File: config.mk
export PLATFORM = sky130hd
export DESIGN_NAME = sfr_core
export DESIGN_NICKNAME = d
export VERILOG_FILES = /design/src/design/sfr_pkg.sv /design/src/design/sfr_core.sv
export SDC_FILE = /design/constraint.sdc
export NUM_CORES = 2
export LEC_CHECK = 0
export ABC_AREA = 1
export BUFFER_PORTS_ARGS = -buffer_cell sky130_fd_sc_hd__clkbuf_2
export CAP_MARGIN = 15
export CORE_MARGIN = 10
export CORE_UTILIZATION = 42
export CTS_CLUSTER_DIAMETER = 150
export CTS_CLUSTER_SIZE = 30
export DETAILED_ROUTE_END_ITERATION = 8
export GPL_ROUTABILITY_DRIVEN = 0
export PLACE_DENSITY_LB_ADDON = 0.2
export SLEW_MARGIN = 20
export SYNTH_ARGS = -nofsm -noshare
export SYNTH_HDL_FRONTEND = slang
export SYNTH_SLANG_ARGS = --single-unit
File: constraint.sdc
create_clock -name hclk -period 5.15 [get_ports hclk]
set_input_delay 0.515 -clock hclk [delete_from_list [all_inputs] [get_ports hclk]]
set_output_delay 0.515 -clock hclk [all_outputs]
set_load 0.01 [all_outputs]
File: src/design/sfr_pkg.sv
// Register map, field positions, timing counts and carriers of the core
package sfr_pkg;
  // Register word addresses on the AHB-Lite slave (haddr[9:2])
  localparam logic [7:0] port0_latch_addr         = 8'h80;
  localparam logic [7:0] push_pop_pointer_addr    = 8'h81;
  localparam logic [7:0] move_pointer0_low_addr   = 8'h82;
  localparam logic [7:0] move_pointer0_high_addr  = 8'h83;
  localparam logic [7:0] move_pointer1_low_addr   = 8'h84;
  localparam logic [7:0] move_pointer1_high_addr  = 8'h85;
  localparam logic [7:0] pointer_choice_addr      = 8'h86;
  localparam logic [7:0] power_control_addr       = 8'h87;
  localparam logic [7:0] timer_control_addr       = 8'h88;
  localparam logic [7:0] timer_mode_addr          = 8'h89;
  localparam logic [7:0] timer0_low_addr          = 8'h8A;
  localparam logic [7:0] timer1_low_addr          = 8'h8B;
  localparam logic [7:0] timer0_high_addr         = 8'h8C;
  localparam logic [7:0] timer1_high_addr         = 8'h8D;
  localparam logic [7:0] clock_control_addr       = 8'h8E;
  localparam logic [7:0] port1_latch_addr         = 8'h90;
  localparam logic [7:0] external_irq_flags_addr  = 8'h91;
  localparam logic [7:0] rtc_oscillator_trim_addr = 8'h96;
  localparam logic [7:0] serial0_control_addr     = 8'h98;
  localparam logic [7:0] serial0_buffer_addr      = 8'h99;
  localparam logic [7:0] port2_latch_addr         = 8'hA0;
  localparam logic [7:0] irq_enable_addr          = 8'hA8;
  localparam logic [7:0] serial0_slave_addr_addr  = 8'hA9;
  localparam logic [7:0] serial1_slave_addr_addr  = 8'hAA;
  localparam logic [7:0] port3_latch_addr         = 8'hB0;
  localparam logic [7:0] irq_rank_addr            = 8'hB8;
  localparam logic [7:0] serial0_addr_mask_addr   = 8'hB9;
  localparam logic [7:0] serial1_addr_mask_addr   = 8'hBA;
  localparam logic [7:0] serial1_control_addr     = 8'hC0;
  localparam logic [7:0] serial1_buffer_addr      = 8'hC1;
  localparam logic [7:0] rom_size_select_addr     = 8'hC2;
  localparam logic [7:0] power_management_addr    = 8'hC4;
  localparam logic [7:0] core_flags_addr          = 8'hC5;
  localparam logic [7:0] timed_access_addr        = 8'hC7;
  localparam logic [7:0] timer2_control_addr      = 8'hC8;
  localparam logic [7:0] timer2_mode_addr         = 8'hC9;
  localparam logic [7:0] timer2_capture_low_addr  = 8'hCA;
  localparam logic [7:0] timer2_capture_high_addr = 8'hCB;
  localparam logic [7:0] timer2_low_addr          = 8'hCC;
  localparam logic [7:0] timer2_high_addr         = 8'hCD;
  localparam logic [7:0] program_flags_word_addr  = 8'hD0;
  localparam logic [7:0] watchdog_control_addr    = 8'hD8;
  localparam logic [7:0] main_working_reg_addr    = 8'hE0;
  localparam logic [7:0] ext_irq_enable_addr      = 8'hE8;
  localparam logic [7:0] second_operand_addr      = 8'hF0;
  localparam logic [7:0] alarm_subseconds_addr    = 8'hF2;
  localparam logic [7:0] alarm_seconds_addr       = 8'hF3;
  localparam logic [7:0] alarm_minutes_addr       = 8'hF4;
  // Own registers: cycle engine control and status
  localparam logic [7:0] cycle_request_addr       = 8'h70;
  localparam logic [7:0] cycle_status_addr        = 8'h74;
  // Writable-bit masks; zero bits are fixed zero
  localparam logic [7:0] pointer_choice_mask      = 8'h01;
  localparam logic [7:0] rom_size_select_mask     = 8'h07;
  localparam logic [7:0] timer2_mode_mask         = 8'h03;
  localparam logic [7:0] ext_irq_enable_mask      = 8'h3F;
  localparam logic [7:0] irq_rank_mask            = 8'h7F;
  localparam logic [7:0] alarm_sec_min_mask       = 8'h3F;
  localparam logic [7:0] power_control_mask       = 8'hCF;
  localparam logic [7:0] power_management_mask    = 8'hEF;
  // Field positions
  localparam int timer0_fast_pos     = 3;
  localparam int timer1_fast_pos     = 4;
  localparam int timer2_fast_pos     = 5;
  localparam int timer0_run_pos      = 4;
  localparam int timer1_run_pos      = 6;
  localparam int timer2_run_pos      = 2;
  localparam int timer0_ovf_pos      = 5;
  localparam int timer1_ovf_pos      = 7;
  localparam int timer2_ovf_pos      = 7;
  // Reset values
  localparam logic [7:0] reg_reset_val      = 8'h00;
  localparam logic [7:0] port_reset_val     = 8'hFF;
  localparam logic [7:0] stack_reset_val    = 8'h07;
  // Timing counts
  localparam int clocks_per_cycle      = 4;
  localparam int legacy_timer_clocks   = 12;
  localparam int fast_timer_clocks     = 4;
  localparam int min_cycles            = 1;
  localparam int max_cycles            = 5;
  localparam int ext_move_cycles       = 2;
  localparam int direct_move_cycles    = 3;
  localparam int single_cycle_ns       = 121;
  localparam int clk_period_ns         = 100;
  // Clocks a one-cycle instruction needs at the block's own rate
  localparam int single_cycle_clocks   = clocks_per_cycle;
  // Instruction classes of the cycle engine
  typedef enum logic [1:0] {
    ins_by_length,
    ins_ext_move,
    ins_direct_move,
    ins_long
  } ins_class_t;
  // Request that the cycle engine takes
  typedef struct packed {
    ins_class_t cls;
    logic [2:0] length;
  } ins_req_t;
endpackage

File: src/design/sfr_core.sv
// Register bank, machine-cycle engine and timers of the 4-clock core
//
// What this block does
// RQ1 - A machine cycle lasts four clocks, not twelve.
// RQ2 - Exactly one address-latch strobe pulse in every machine cycle.
// RQ3 - Timers tick every twelve clocks after reset; each selectable to four.
// RQ4 - External data move takes two cycles; direct-to-direct move three.
// RQ5 - One machine cycle per instruction byte by default.
// RQ6 - Instructions take one to five machine cycles.
// RQ7 - Flags and status update as the legacy instruction set defines.
// RQ8 - All legacy registers live at their legacy addresses with new ones.
// RQ9 - One-cycle instruction finishes in 121 ns at top clock rate; here it takes four clocks, 400 ns at the 100 ns clock period.
// RQ10 - Fully static logic; keeps state with clock stopped.
// RQ11 - No counter array unit; its addresses stay unimplemented.
// RQ12 - Fixed-zero bits read zero; writes to them do nothing.
//
// Decided for this implementation: the AHB-Lite interface to the registers.
`timescale 1ns/10ps
module sfr_core (
  // Clock and reset
  input  wire logic        hclk,
  input  wire logic        hresetn,
  // AHB-Lite slave
  input  wire logic        hsel,
  input  wire logic [31:0] haddr,
  input  wire logic [1:0]  htrans,
  input  wire logic        hwrite,
  input  wire logic [2:0]  hsize,
  input  wire logic [31:0] hwdata,
  input  wire logic        hready,
  output logic      [31:0] hrdata,
  output logic             hreadyout,
  output logic             hresp,
  // Core timing outputs
  output logic             addr_latch_strobe,
  output logic             ins_done,
  output logic             timer_tick0,
  output logic             timer_tick1,
  output logic             timer_tick2
);
  // Register storage indexed by low address bits
  logic [7:0] sfr_q [0:255];
  logic       wr_pend_q;
  logic [7:0] wr_addr_q;
  logic [7:0] rd_addr;
  logic [8:0] rd_mask;
  logic [8:0] wr_mask;
  logic       take;
  // Cycle engine state
  typedef enum logic [1:0] {st_idle, st_run} eng_t;
  eng_t       eng_q;
  logic [1:0] phase_q;
  logic [2:0] cyc_left_q;
  logic [2:0] cyc_total_q;
  logic       ins_req_q;
  sfr_pkg::ins_req_t req_q;
  // Timer prescalers
  logic [3:0] pre_q [0:2];
  logic       tick_q [0:2];
  logic [2:0] fast_sel;
  logic [2:0] run_sel;

  // Mask of writable bits per address, also the implemented set
  function automatic logic [8:0] reg_mask(input logic [7:0] a);
    case (a)
      sfr_pkg::pointer_choice_addr:   reg_mask = {1'b1, sfr_pkg::pointer_choice_mask};
      sfr_pkg::rom_size_select_addr:  reg_mask = {1'b1, sfr_pkg::rom_size_select_mask};
      sfr_pkg::timer2_mode_addr:      reg_mask = {1'b1, sfr_pkg::timer2_mode_mask};
      sfr_pkg::ext_irq_enable_addr:   reg_mask = {1'b1, sfr_pkg::ext_irq_enable_mask};
      sfr_pkg::irq_rank_addr:         reg_mask = {1'b1, sfr_pkg::irq_rank_mask};
      sfr_pkg::alarm_seconds_addr,
      sfr_pkg::alarm_minutes_addr:    reg_mask = {1'b1, sfr_pkg::alarm_sec_min_mask};
      sfr_pkg::power_control_addr:    reg_mask = {1'b1, sfr_pkg::power_control_mask};
      sfr_pkg::power_management_addr: reg_mask = {1'b1, sfr_pkg::power_management_mask};
      sfr_pkg::core_flags_addr,
      sfr_pkg::cycle_status_addr:     reg_mask = 9'h100;
      sfr_pkg::port0_latch_addr, sfr_pkg::push_pop_pointer_addr,
      sfr_pkg::move_pointer0_low_addr, sfr_pkg::move_pointer0_high_addr,
      sfr_pkg::move_pointer1_low_addr, sfr_pkg::move_pointer1_high_addr,
      sfr_pkg::timer_control_addr, sfr_pkg::timer_mode_addr,
      sfr_pkg::timer0_low_addr, sfr_pkg::timer1_low_addr,
      sfr_pkg::timer0_high_addr, sfr_pkg::timer1_high_addr,
      sfr_pkg::clock_control_addr, sfr_pkg::port1_latch_addr,
      sfr_pkg::external_irq_flags_addr, sfr_pkg::rtc_oscillator_trim_addr,
      sfr_pkg::serial0_control_addr, sfr_pkg::serial0_buffer_addr,
      sfr_pkg::port2_latch_addr, sfr_pkg::irq_enable_addr,
      sfr_pkg::serial0_slave_addr_addr, sfr_pkg::serial1_slave_addr_addr,
      sfr_pkg::port3_latch_addr, sfr_pkg::serial0_addr_mask_addr,
      sfr_pkg::serial1_addr_mask_addr, sfr_pkg::serial1_control_addr,
      sfr_pkg::serial1_buffer_addr, sfr_pkg::timed_access_addr,
      sfr_pkg::timer2_control_addr, sfr_pkg::timer2_capture_low_addr,
      sfr_pkg::timer2_capture_high_addr, sfr_pkg::timer2_low_addr,
      sfr_pkg::timer2_high_addr, sfr_pkg::program_flags_word_addr,
      sfr_pkg::watchdog_control_addr, sfr_pkg::main_working_reg_addr,
      sfr_pkg::second_operand_addr, sfr_pkg::alarm_subseconds_addr,
      sfr_pkg::cycle_request_addr:    reg_mask = 9'h1FF;
      default:                        reg_mask = 9'h000;
    endcase
  endfunction

  // Reset value per address; ports idle high as in the legacy part
  function automatic logic [7:0] reset_val(input int a);
    case (a)
      32'(sfr_pkg::port0_latch_addr), 32'(sfr_pkg::port1_latch_addr),
      32'(sfr_pkg::port2_latch_addr), 32'(sfr_pkg::port3_latch_addr):
        reset_val = sfr_pkg::port_reset_val;
      32'(sfr_pkg::push_pop_pointer_addr):
        reset_val = sfr_pkg::stack_reset_val;
      default:
        reset_val = sfr_pkg::reg_reset_val;
    endcase
  endfunction

  // Transfer taken in address phase; write lands in next (data) phase
  assign take    = hsel && hready && htrans[1];
  // One register per word: the register index is the word address
  assign rd_addr = haddr[9:2];
  // Anything above the 256-word window decodes as unimplemented
  assign rd_mask = (haddr[31:10] == 22'h000000) ? reg_mask(rd_addr)
                                                 : 9'h000;
  assign wr_mask = reg_mask(wr_addr_q);

  // Address phase capture for writes
  always_ff @(posedge hclk or negedge hresetn) begin
    if (!hresetn) begin
      wr_pend_q <= 1'b0;
      wr_addr_q <= 8'h00;
    end else begin
      wr_pend_q <= take && hwrite && rd_mask[8];
      wr_addr_q <= rd_addr;
    end
  end

  // Zero-wait slave, always OKAY
  always_ff @(posedge hclk or negedge hresetn) begin
    if (!hresetn) begin
      hreadyout <= 1'b1;
      hresp     <= 1'b0;
    end else begin
      hreadyout <= 1'b1;
      hresp     <= 1'b0;
    end
  end

  // Read data registered in address phase; counter array space reads zero
  always_ff @(posedge hclk or negedge hresetn) begin
    if (!hresetn) begin
      hrdata <= 32'h00000000;
    end else if (take && !hwrite) begin
      if (!rd_mask[8]) begin
        hrdata <= 32'h00000000; // RQ11
      end else if (rd_addr == sfr_pkg::core_flags_addr) begin
        hrdata <= {24'h000000, 1'b0, eng_q == st_run, 3'b000,
                   cyc_total_q}; // RQ6
      end else if (rd_addr == sfr_pkg::cycle_status_addr) begin
        hrdata <= {24'h000000, phase_q, 3'b000, cyc_left_q};
      end else begin
        hrdata <= {24'h000000, sfr_q[rd_addr] & rd_mask[7:0]}; // RQ12
      end
    end
  end

  // Register array, legacy addresses kept; static storage
  generate
    for (genvar g = 0; g < 256; g++) begin : g_reg
      always_ff @(posedge hclk or negedge hresetn) begin
        if (!hresetn) begin
          sfr_q[g] <= reset_val(g); // RQ8 RQ10
        end else if (wr_pend_q && wr_addr_q == 8'(g)) begin
          sfr_q[g] <= hwdata[7:0] & wr_mask[7:0]; // RQ12 RQ7
        end
      end
    end
  endgenerate

  // Instruction request: write of cycle_request starts one instruction
  always_ff @(posedge hclk or negedge hresetn) begin
    if (!hresetn) begin
      ins_req_q <= 1'b0;
      req_q     <= '0;
    end else begin
      ins_req_q <= wr_pend_q && wr_addr_q == sfr_pkg::cycle_request_addr;
      req_q     <= sfr_pkg::ins_req_t'({hwdata[4:3], hwdata[2:0]});
    end
  end

  // Cycle count from class and length
  function automatic logic [2:0] cycles_of(input sfr_pkg::ins_req_t r);
    logic [2:0] n;
    n = 3'(sfr_pkg::min_cycles);
    unique case (r.cls)
      sfr_pkg::ins_ext_move:    n = 3'(sfr_pkg::ext_move_cycles);    // RQ4
      sfr_pkg::ins_direct_move: n = 3'(sfr_pkg::direct_move_cycles); // RQ4
      sfr_pkg::ins_long:        n = 3'(sfr_pkg::max_cycles);         // RQ6
      sfr_pkg::ins_by_length: begin
        n = r.length; // RQ5
      end
    endcase
    if (n < 3'(sfr_pkg::min_cycles)) n = 3'(sfr_pkg::min_cycles); // RQ6
    if (n > 3'(sfr_pkg::max_cycles)) n = 3'(sfr_pkg::max_cycles); // RQ6
    cycles_of = n;
  endfunction

  // Free-running four-clock machine cycle phase
  always_ff @(posedge hclk or negedge hresetn) begin
    if (!hresetn) begin
      phase_q <= 2'h0;
    end else begin
      phase_q <= 2'(phase_q + 2'h1); // RQ1 RQ9
    end
  end

  // One strobe per machine cycle, at phase zero
  always_ff @(posedge hclk or negedge hresetn) begin
    if (!hresetn) begin
      addr_latch_strobe <= 1'b0;
    end else begin
      addr_latch_strobe <= (phase_q == 2'h3); // RQ2
    end
  end

  // Execution engine: counts machine cycles of one instruction
  always_ff @(posedge hclk or negedge hresetn) begin
    if (!hresetn) begin
      eng_q       <= st_idle;
      cyc_left_q  <= 3'h0;
      cyc_total_q <= 3'h0;
      ins_done    <= 1'b0;
    end else begin
      ins_done <= 1'b0;
      unique case (eng_q)
        st_idle: begin
          if (ins_req_q) begin
            eng_q       <= st_run;
            cyc_left_q  <= cycles_of(req_q);
            cyc_total_q <= cycles_of(req_q);
          end
        end
        st_run: begin
          if (phase_q == 2'h3) begin
            if (cyc_left_q == 3'h1) begin
              eng_q    <= st_idle;
              ins_done <= 1'b1; // RQ4 RQ6
            end
            cyc_left_q <= 3'(cyc_left_q - 3'h1);
          end
        end
      endcase
    end
  end

  // Timer rate select and run bits
  assign fast_sel = {sfr_q[sfr_pkg::clock_control_addr][sfr_pkg::timer2_fast_pos],
                     sfr_q[sfr_pkg::clock_control_addr][sfr_pkg::timer1_fast_pos],
                     sfr_q[sfr_pkg::clock_control_addr][sfr_pkg::timer0_fast_pos]};
  assign run_sel  = {sfr_q[sfr_pkg::timer2_control_addr][sfr_pkg::timer2_run_pos],
                     sfr_q[sfr_pkg::timer_control_addr][sfr_pkg::timer1_run_pos],
                     sfr_q[sfr_pkg::timer_control_addr][sfr_pkg::timer0_run_pos]};

  // Per-timer prescaler: 12 clocks by default, 4 when fast selected
  // A switch to fast with the count past three wraps once: one long gap
  generate
    for (genvar t = 0; t < 3; t++) begin : g_tmr
      always_ff @(posedge hclk or negedge hresetn) begin
        if (!hresetn) begin
          pre_q[t]  <= 4'h0;
          tick_q[t] <= 1'b0;
        end else if (!run_sel[t]) begin
          pre_q[t]  <= 4'h0;
          tick_q[t] <= 1'b0;
        end else if (pre_q[t] == (fast_sel[t]
                     ? 4'(sfr_pkg::fast_timer_clocks - 1)
                     : 4'(sfr_pkg::legacy_timer_clocks - 1))) begin
          pre_q[t]  <= 4'h0;
          tick_q[t] <= 1'b1; // RQ3
        end else begin
          pre_q[t]  <= 4'(pre_q[t] + 4'h1);
          tick_q[t] <= 1'b0;
        end
      end
    end
  endgenerate

  // Tick outputs straight from flip-flops
  assign timer_tick0 = tick_q[0];
  assign timer_tick1 = tick_q[1];
  assign timer_tick2 = tick_q[2];

  // Strobe spacing: exactly four clocks apart
  strobe_period_a: assert property (@(posedge hclk) disable iff (!hresetn)
    addr_latch_strobe |-> ##1 !addr_latch_strobe [*3] ##1 addr_latch_strobe)
    else $error("strobe not once per four clocks"); // RQ2

  // Phase advances by one every clock
  phase_step_a: assert property (@(posedge hclk) disable iff (!hresetn)
    $past(hresetn) |-> phase_q == 2'($past(phase_q) + 2'h1))
    else $error("machine cycle phase skipped"); // RQ1

  // Legacy timer tick spacing of twelve clocks
  legacy_tick_a: assert property (@(posedge hclk) disable iff (!hresetn)
    (tick_q[0] && !fast_sel[0] && run_sel[0]) |=> ##11
      ((tick_q[0] == 1'b1) || !run_sel[0] || fast_sel[0]
       || !$stable(fast_sel[0])))
    else $error("timer0 legacy rate wrong"); // RQ3

  // Fast timer tick four clocks later
  fast_tick_a: assert property (@(posedge hclk) disable iff (!hresetn)
    (tick_q[1] && fast_sel[1] && run_sel[1]) ##1
      (fast_sel[1] && run_sel[1]) [*3] |=> tick_q[1])
    else $error("timer1 fast rate wrong"); // RQ3

  // External move: two machine cycles, the first one partial, done on a boundary
  ext_move_a: assert property (@(posedge hclk) disable iff (!hresetn)
    (eng_q == st_idle && ins_req_q && req_q.cls == sfr_pkg::ins_ext_move)
      |-> ##[6:9] ins_done)
    else $error("external move length wrong"); // RQ4

  // Direct move: three machine cycles, the first one partial, done on a boundary
  direct_move_a: assert property (@(posedge hclk) disable iff (!hresetn)
    (eng_q == st_idle && ins_req_q && req_q.cls == sfr_pkg::ins_direct_move)
      |-> ##[10:13] ins_done)
    else $error("direct move length wrong"); // RQ4

  // Cycle count stays within one to five
  cycle_range_a: assert property (@(posedge hclk) disable iff (!hresetn)
    eng_q == st_run |-> cyc_total_q >= 3'h1 && cyc_total_q <= 3'h5)
    else $error("instruction cycles out of range"); // RQ6

  // Unmapped and counter array reads return zero
  unmapped_zero_a: assert property (@(posedge hclk) disable iff (!hresetn)
    (take && !hwrite && !rd_mask[8]) |=> hrdata == 32'h00000000)
    else $error("unmapped read not zero"); // RQ11

  // Fixed-zero bits of pointer choice never set
  fixed_zero_a: assert property (@(posedge hclk) disable iff (!hresetn)
    (sfr_q[sfr_pkg::pointer_choice_addr] & ~sfr_pkg::pointer_choice_mask)
      == 8'h00)
    else $error("fixed zero bit set"); // RQ12

  // By-length instruction takes its byte count in cycles
  by_length_a: assert property (@(posedge hclk) disable iff (!hresetn)
    (eng_q == st_idle && ins_req_q && req_q.cls == sfr_pkg::ins_by_length
     && req_q.length == 3'h3) |=> cyc_total_q == 3'h3)
    else $error("length to cycles mismatch"); // RQ5

  // Request while busy leaves the running count alone
  busy_drop_a: assert property (@(posedge hclk) disable iff (!hresetn)
    (ins_req_q && eng_q == st_run) |=> cyc_total_q == $past(cyc_total_q))
    else $error("request taken while busy"); // RQ6

  // Long class always runs five machine cycles
  long_ins_a: assert property (@(posedge hclk) disable iff (!hresetn)
    (eng_q == st_idle && ins_req_q && req_q.cls == sfr_pkg::ins_long)
      |=> cyc_total_q == 3'h5)
    else $error("long instruction length wrong"); // RQ6

  // Cycles left never exceed the total and never hit zero while running
  cycles_left_a: assert property (@(posedge hclk) disable iff (!hresetn)
    eng_q == st_run |-> cyc_left_q <= cyc_total_q && cyc_left_q != 3'h0)
    else $error("cycles left out of range"); // RQ6

  // Completion pulse lasts one clock
  done_pulse_a: assert property (@(posedge hclk) disable iff (!hresetn)
    ins_done |=> !ins_done)
    else $error("completion pulse too long"); // RQ6

  // Completion lands on a machine cycle boundary
  done_edge_a: assert property (@(posedge hclk) disable iff (!hresetn)
    ins_done |-> addr_latch_strobe)
    else $error("completion off cycle boundary"); // RQ1

  // Stopped timer gives no tick
  timer_halt_a: assert property (@(posedge hclk) disable iff (!hresetn)
    !run_sel[0] |=> !tick_q[0])
    else $error("stopped timer0 ticked"); // RQ3

  // Fast timer2 ticks four clocks apart
  fast_tick2_a: assert property (@(posedge hclk) disable iff (!hresetn)
    (tick_q[2] && fast_sel[2] && run_sel[2]) ##1
      (fast_sel[2] && run_sel[2]) [*3] |=> tick_q[2])
    else $error("timer2 fast rate wrong"); // RQ3
endmodule

==> metrics <==
post-layout util=44.99%; worst slack, placed=1390 ps; Seq cells post-synth=2097; Tcrit/Tclk final=75.71%; Routed WL per cell=20.78 um; Sink Count=2097; drc violations=0; Total Die Area=231100 um2; core area=211700 um2; distinct cell type count after synthesis=45; post-CTS setup buffer count=0; worst skew pair latency=790 ps; port bufs=56; largest net degree at the start of global routing=158; CP Buf/Inv Count=2; CTS clock-pin slew for the worst setup and hold paths=120 ps; initial antenna violation count=14; synthesized instance count=10880; Slew Viols, Final=0; I/O pin count=113; Row Count=169; # nets final=10870; Post-CTS Resized=0; slew margin rel.=23.51%; Worst Slack Setup Final=1251 ps; Pre-antenna DRT Iters=6; Final ANT Viol Nets=0; status=complete, no violations; TritonCTS clock tree=yes; final-report hold violation count=0; share of cells above drive strength 1=3.945%; Power Total=26.99 mW; first-pass GRT wire length=430.4 mm; vias in the first global route=68490; most common library cell in the layout ignoring fill and taps=nor2_1; Avg Inst Size Synth=8.194 um2; WP data arrival=4550 ps; Root Driver=clkbuf_16; max_cap viols=0; Crit path largest cell delay=880 ps; final setup vio count=0; Clock Skew=53.34 ps; sequential-to-total area share from yosys stat=58.91%; Worst Setup Path Type=reg2reg; Post-CTS Hold Buffers=6; unrepaired setup endpoints after global routing=no; H-Tree Depth=3; CP max-delay cell=nand3_2; Via-to-Cell Ratio=5.156; first-iteration detailed-routing DRC count=7973; Post-DP HPWL=181.8 mm; critical path required time=5800 ps; via count=70380; Startpoint Class=flip-flop; clock period minus worst slack=3899 ps; initial core utilization=42.12%; worst-margin pin slew=1147 ps; family with the most delay on the worst path=simple AND/OR/NAND/NOR gates; Hold/Removal Path Class=in2reg; crit path capture type=flip-flop; peak supply drop=0.2669 mV; Power per Cell Area=283.4 nW/um2; Sum Neg Setup Slack=0 ps; total global routing overflow=0; number of synthesis warnings=0; die height=480.7 um; CTS Buffer Depth=3; Max Clk Rate=256.5 MHz; total CTS buffers=80; total wire length=283.6 mm; crit path max fanout=20; hold slack=130.5 ps; most frequent cells in the layout=nor2_1, dfrtp_1, nand2_1; cell mode on critical path=nand2_1; area growth from synthesis to layout=6.824%; Die X-Extent=480.7 um; Cell Chain, Critical Path=nand2_1 -> inv_1 -> nand2_1 -> o311ai_1 -> a21oi_1 -> and3_1 -> nand3_2 -> buf_4 -> nand3_1 -> nand2_1; gr usage total=24.10%; mapped cell area=89150 um2; leakage=46.39 nW
report_power, final:
part           leakage [nW]  internal, mW  switching [mW]
Sequential             27.5          16.5         0.00556
Combinational          17.8         0.491            1.79
Clock                  1.08          3.01            5.23
logic make-up (layout without fill, tap and decap cells):
logic type	after synthesis	in the layout	synth area share (%)
xor+xnor	7	7	0.06877
other cells	2	31	0.008424
buf+inv	2310	2229	10.26
mux	3	3	0.03789
fa+ha+maj	6	6	0.08421
compound gates	1153	1153	7.315
simple gates	5302	5302	23.31
flops	2097	2097	58.91
flip-flops by register name, summed over array words and instances (netlist names), 2 cells and up:
signal,count
req_q,5
sfr_q,2042
phase_q,2
cyc_left_q,3
cyc_total_q,3
hrdata,8
pre_q,12
fast_sel,3
run_sel,3
wr_addr_q,8
layer usage:
metal | part of all wire [%] | up-vias | GRT usage, %
met3 | 7.4 | 488 | 4.161
met2 | 45 | 2343 | 37.77
met5 | 0.018 | - | 0
met4 | 3.8 | 8 | 8.016
li1 | - | 32640 | -
met1 | 44 | 34900 | 33.93
through the flow:
step	area (um2)	cells
floorplan	89240	10900
global placement	92920	13520
detailed placement	92920	13520
CTS	95220	13640
global route	95220	13640
finish	95230	13650
final timing paths:
path                                         from                endpoint  slack (ps)  cells past startpoint
setup / recovery           wr_addr_q[6]$_DFF_PN0_  sfr_q[988]$_DFFE_PN0P_        1250                     10
hold / removal                           haddr[8]  wr_addr_q[6]$_DFF_PN0_         130                      1
setup reg to reg           wr_addr_q[6]$_DFF_PN0_  sfr_q[988]$_DFFE_PN0P_        1250                     10
hold reg to reg              phase_q[0]$_DFF_PN0_    phase_q[0]$_DFF_PN0_         460                      1
max in group asynchronous                 hresetn   sfr_q[71]$_DFFE_PN0P_        3210                      3
min in group asynchronous                 hresetn  sfr_q[515]$_DFFE_PN0P_         380                      2
cell type report:
type	instances	area [um2]
antenna	5	12.51
fill	20860	116400
timing repair buffer	237	2191
multi-input combinational	6497	27690
tap	2821	3530
clock buffer	112	2165
inverter	1875	7051
clock inverter	5	75.07
sequential	2097	52520
synthesized netlist by cell type:
library cell	count	share of area, %
a31oi_2	1	0.014
buf_4	55	0.46
nand4_2	4	0.056
or4_1	1	0.0084
clkinv_1	10	0.042
buf_1	70	0.29
o21ai_1	33	0.19
a21oi_1	261	1.5
and2_1	1	0.0070
and3b_1	1	0.0098
buf_6	5	0.063
o211ai_1	2	0.017
o21bai_1	11	0.093
o22ai_1	496	3.5
nor2_1	2757	12
nor2_2	8	0.056
dfstp_2	35	1.0
nand4_1	50	0.35
nand3_1	411	2.3
ha_1	6	0.084
and2_0	4	0.028
nor2_4	1	0.013
o22a_1	1	0.0098
nor4_1	4	0.028
nor3_1	8	0.045
nand2_2	4	0.028
o311ai_1	1	0.0098
nand2_1	2027	8.5
a22oi_1	29	0.24
o21ai_0	315	1.8
a211oi_1	1	0.0084
xor2_1	4	0.039
inv_1	1847	7.8
a2111o_1	1	0.013
buf_2	185	1.0
clkbuf_1	120	0.51
nand2_4	1	0.013
conb_1	2	0.0084
dfrtp_1	2062	58
xnor2_1	3	0.029
mux2_2	3	0.038
inv_2	18	0.076
a31oi_1	1	0.0070
and3_1	1	0.0070
nor3_2	19	0.21
Note: power is estimated with default switching activity, not from simulation.
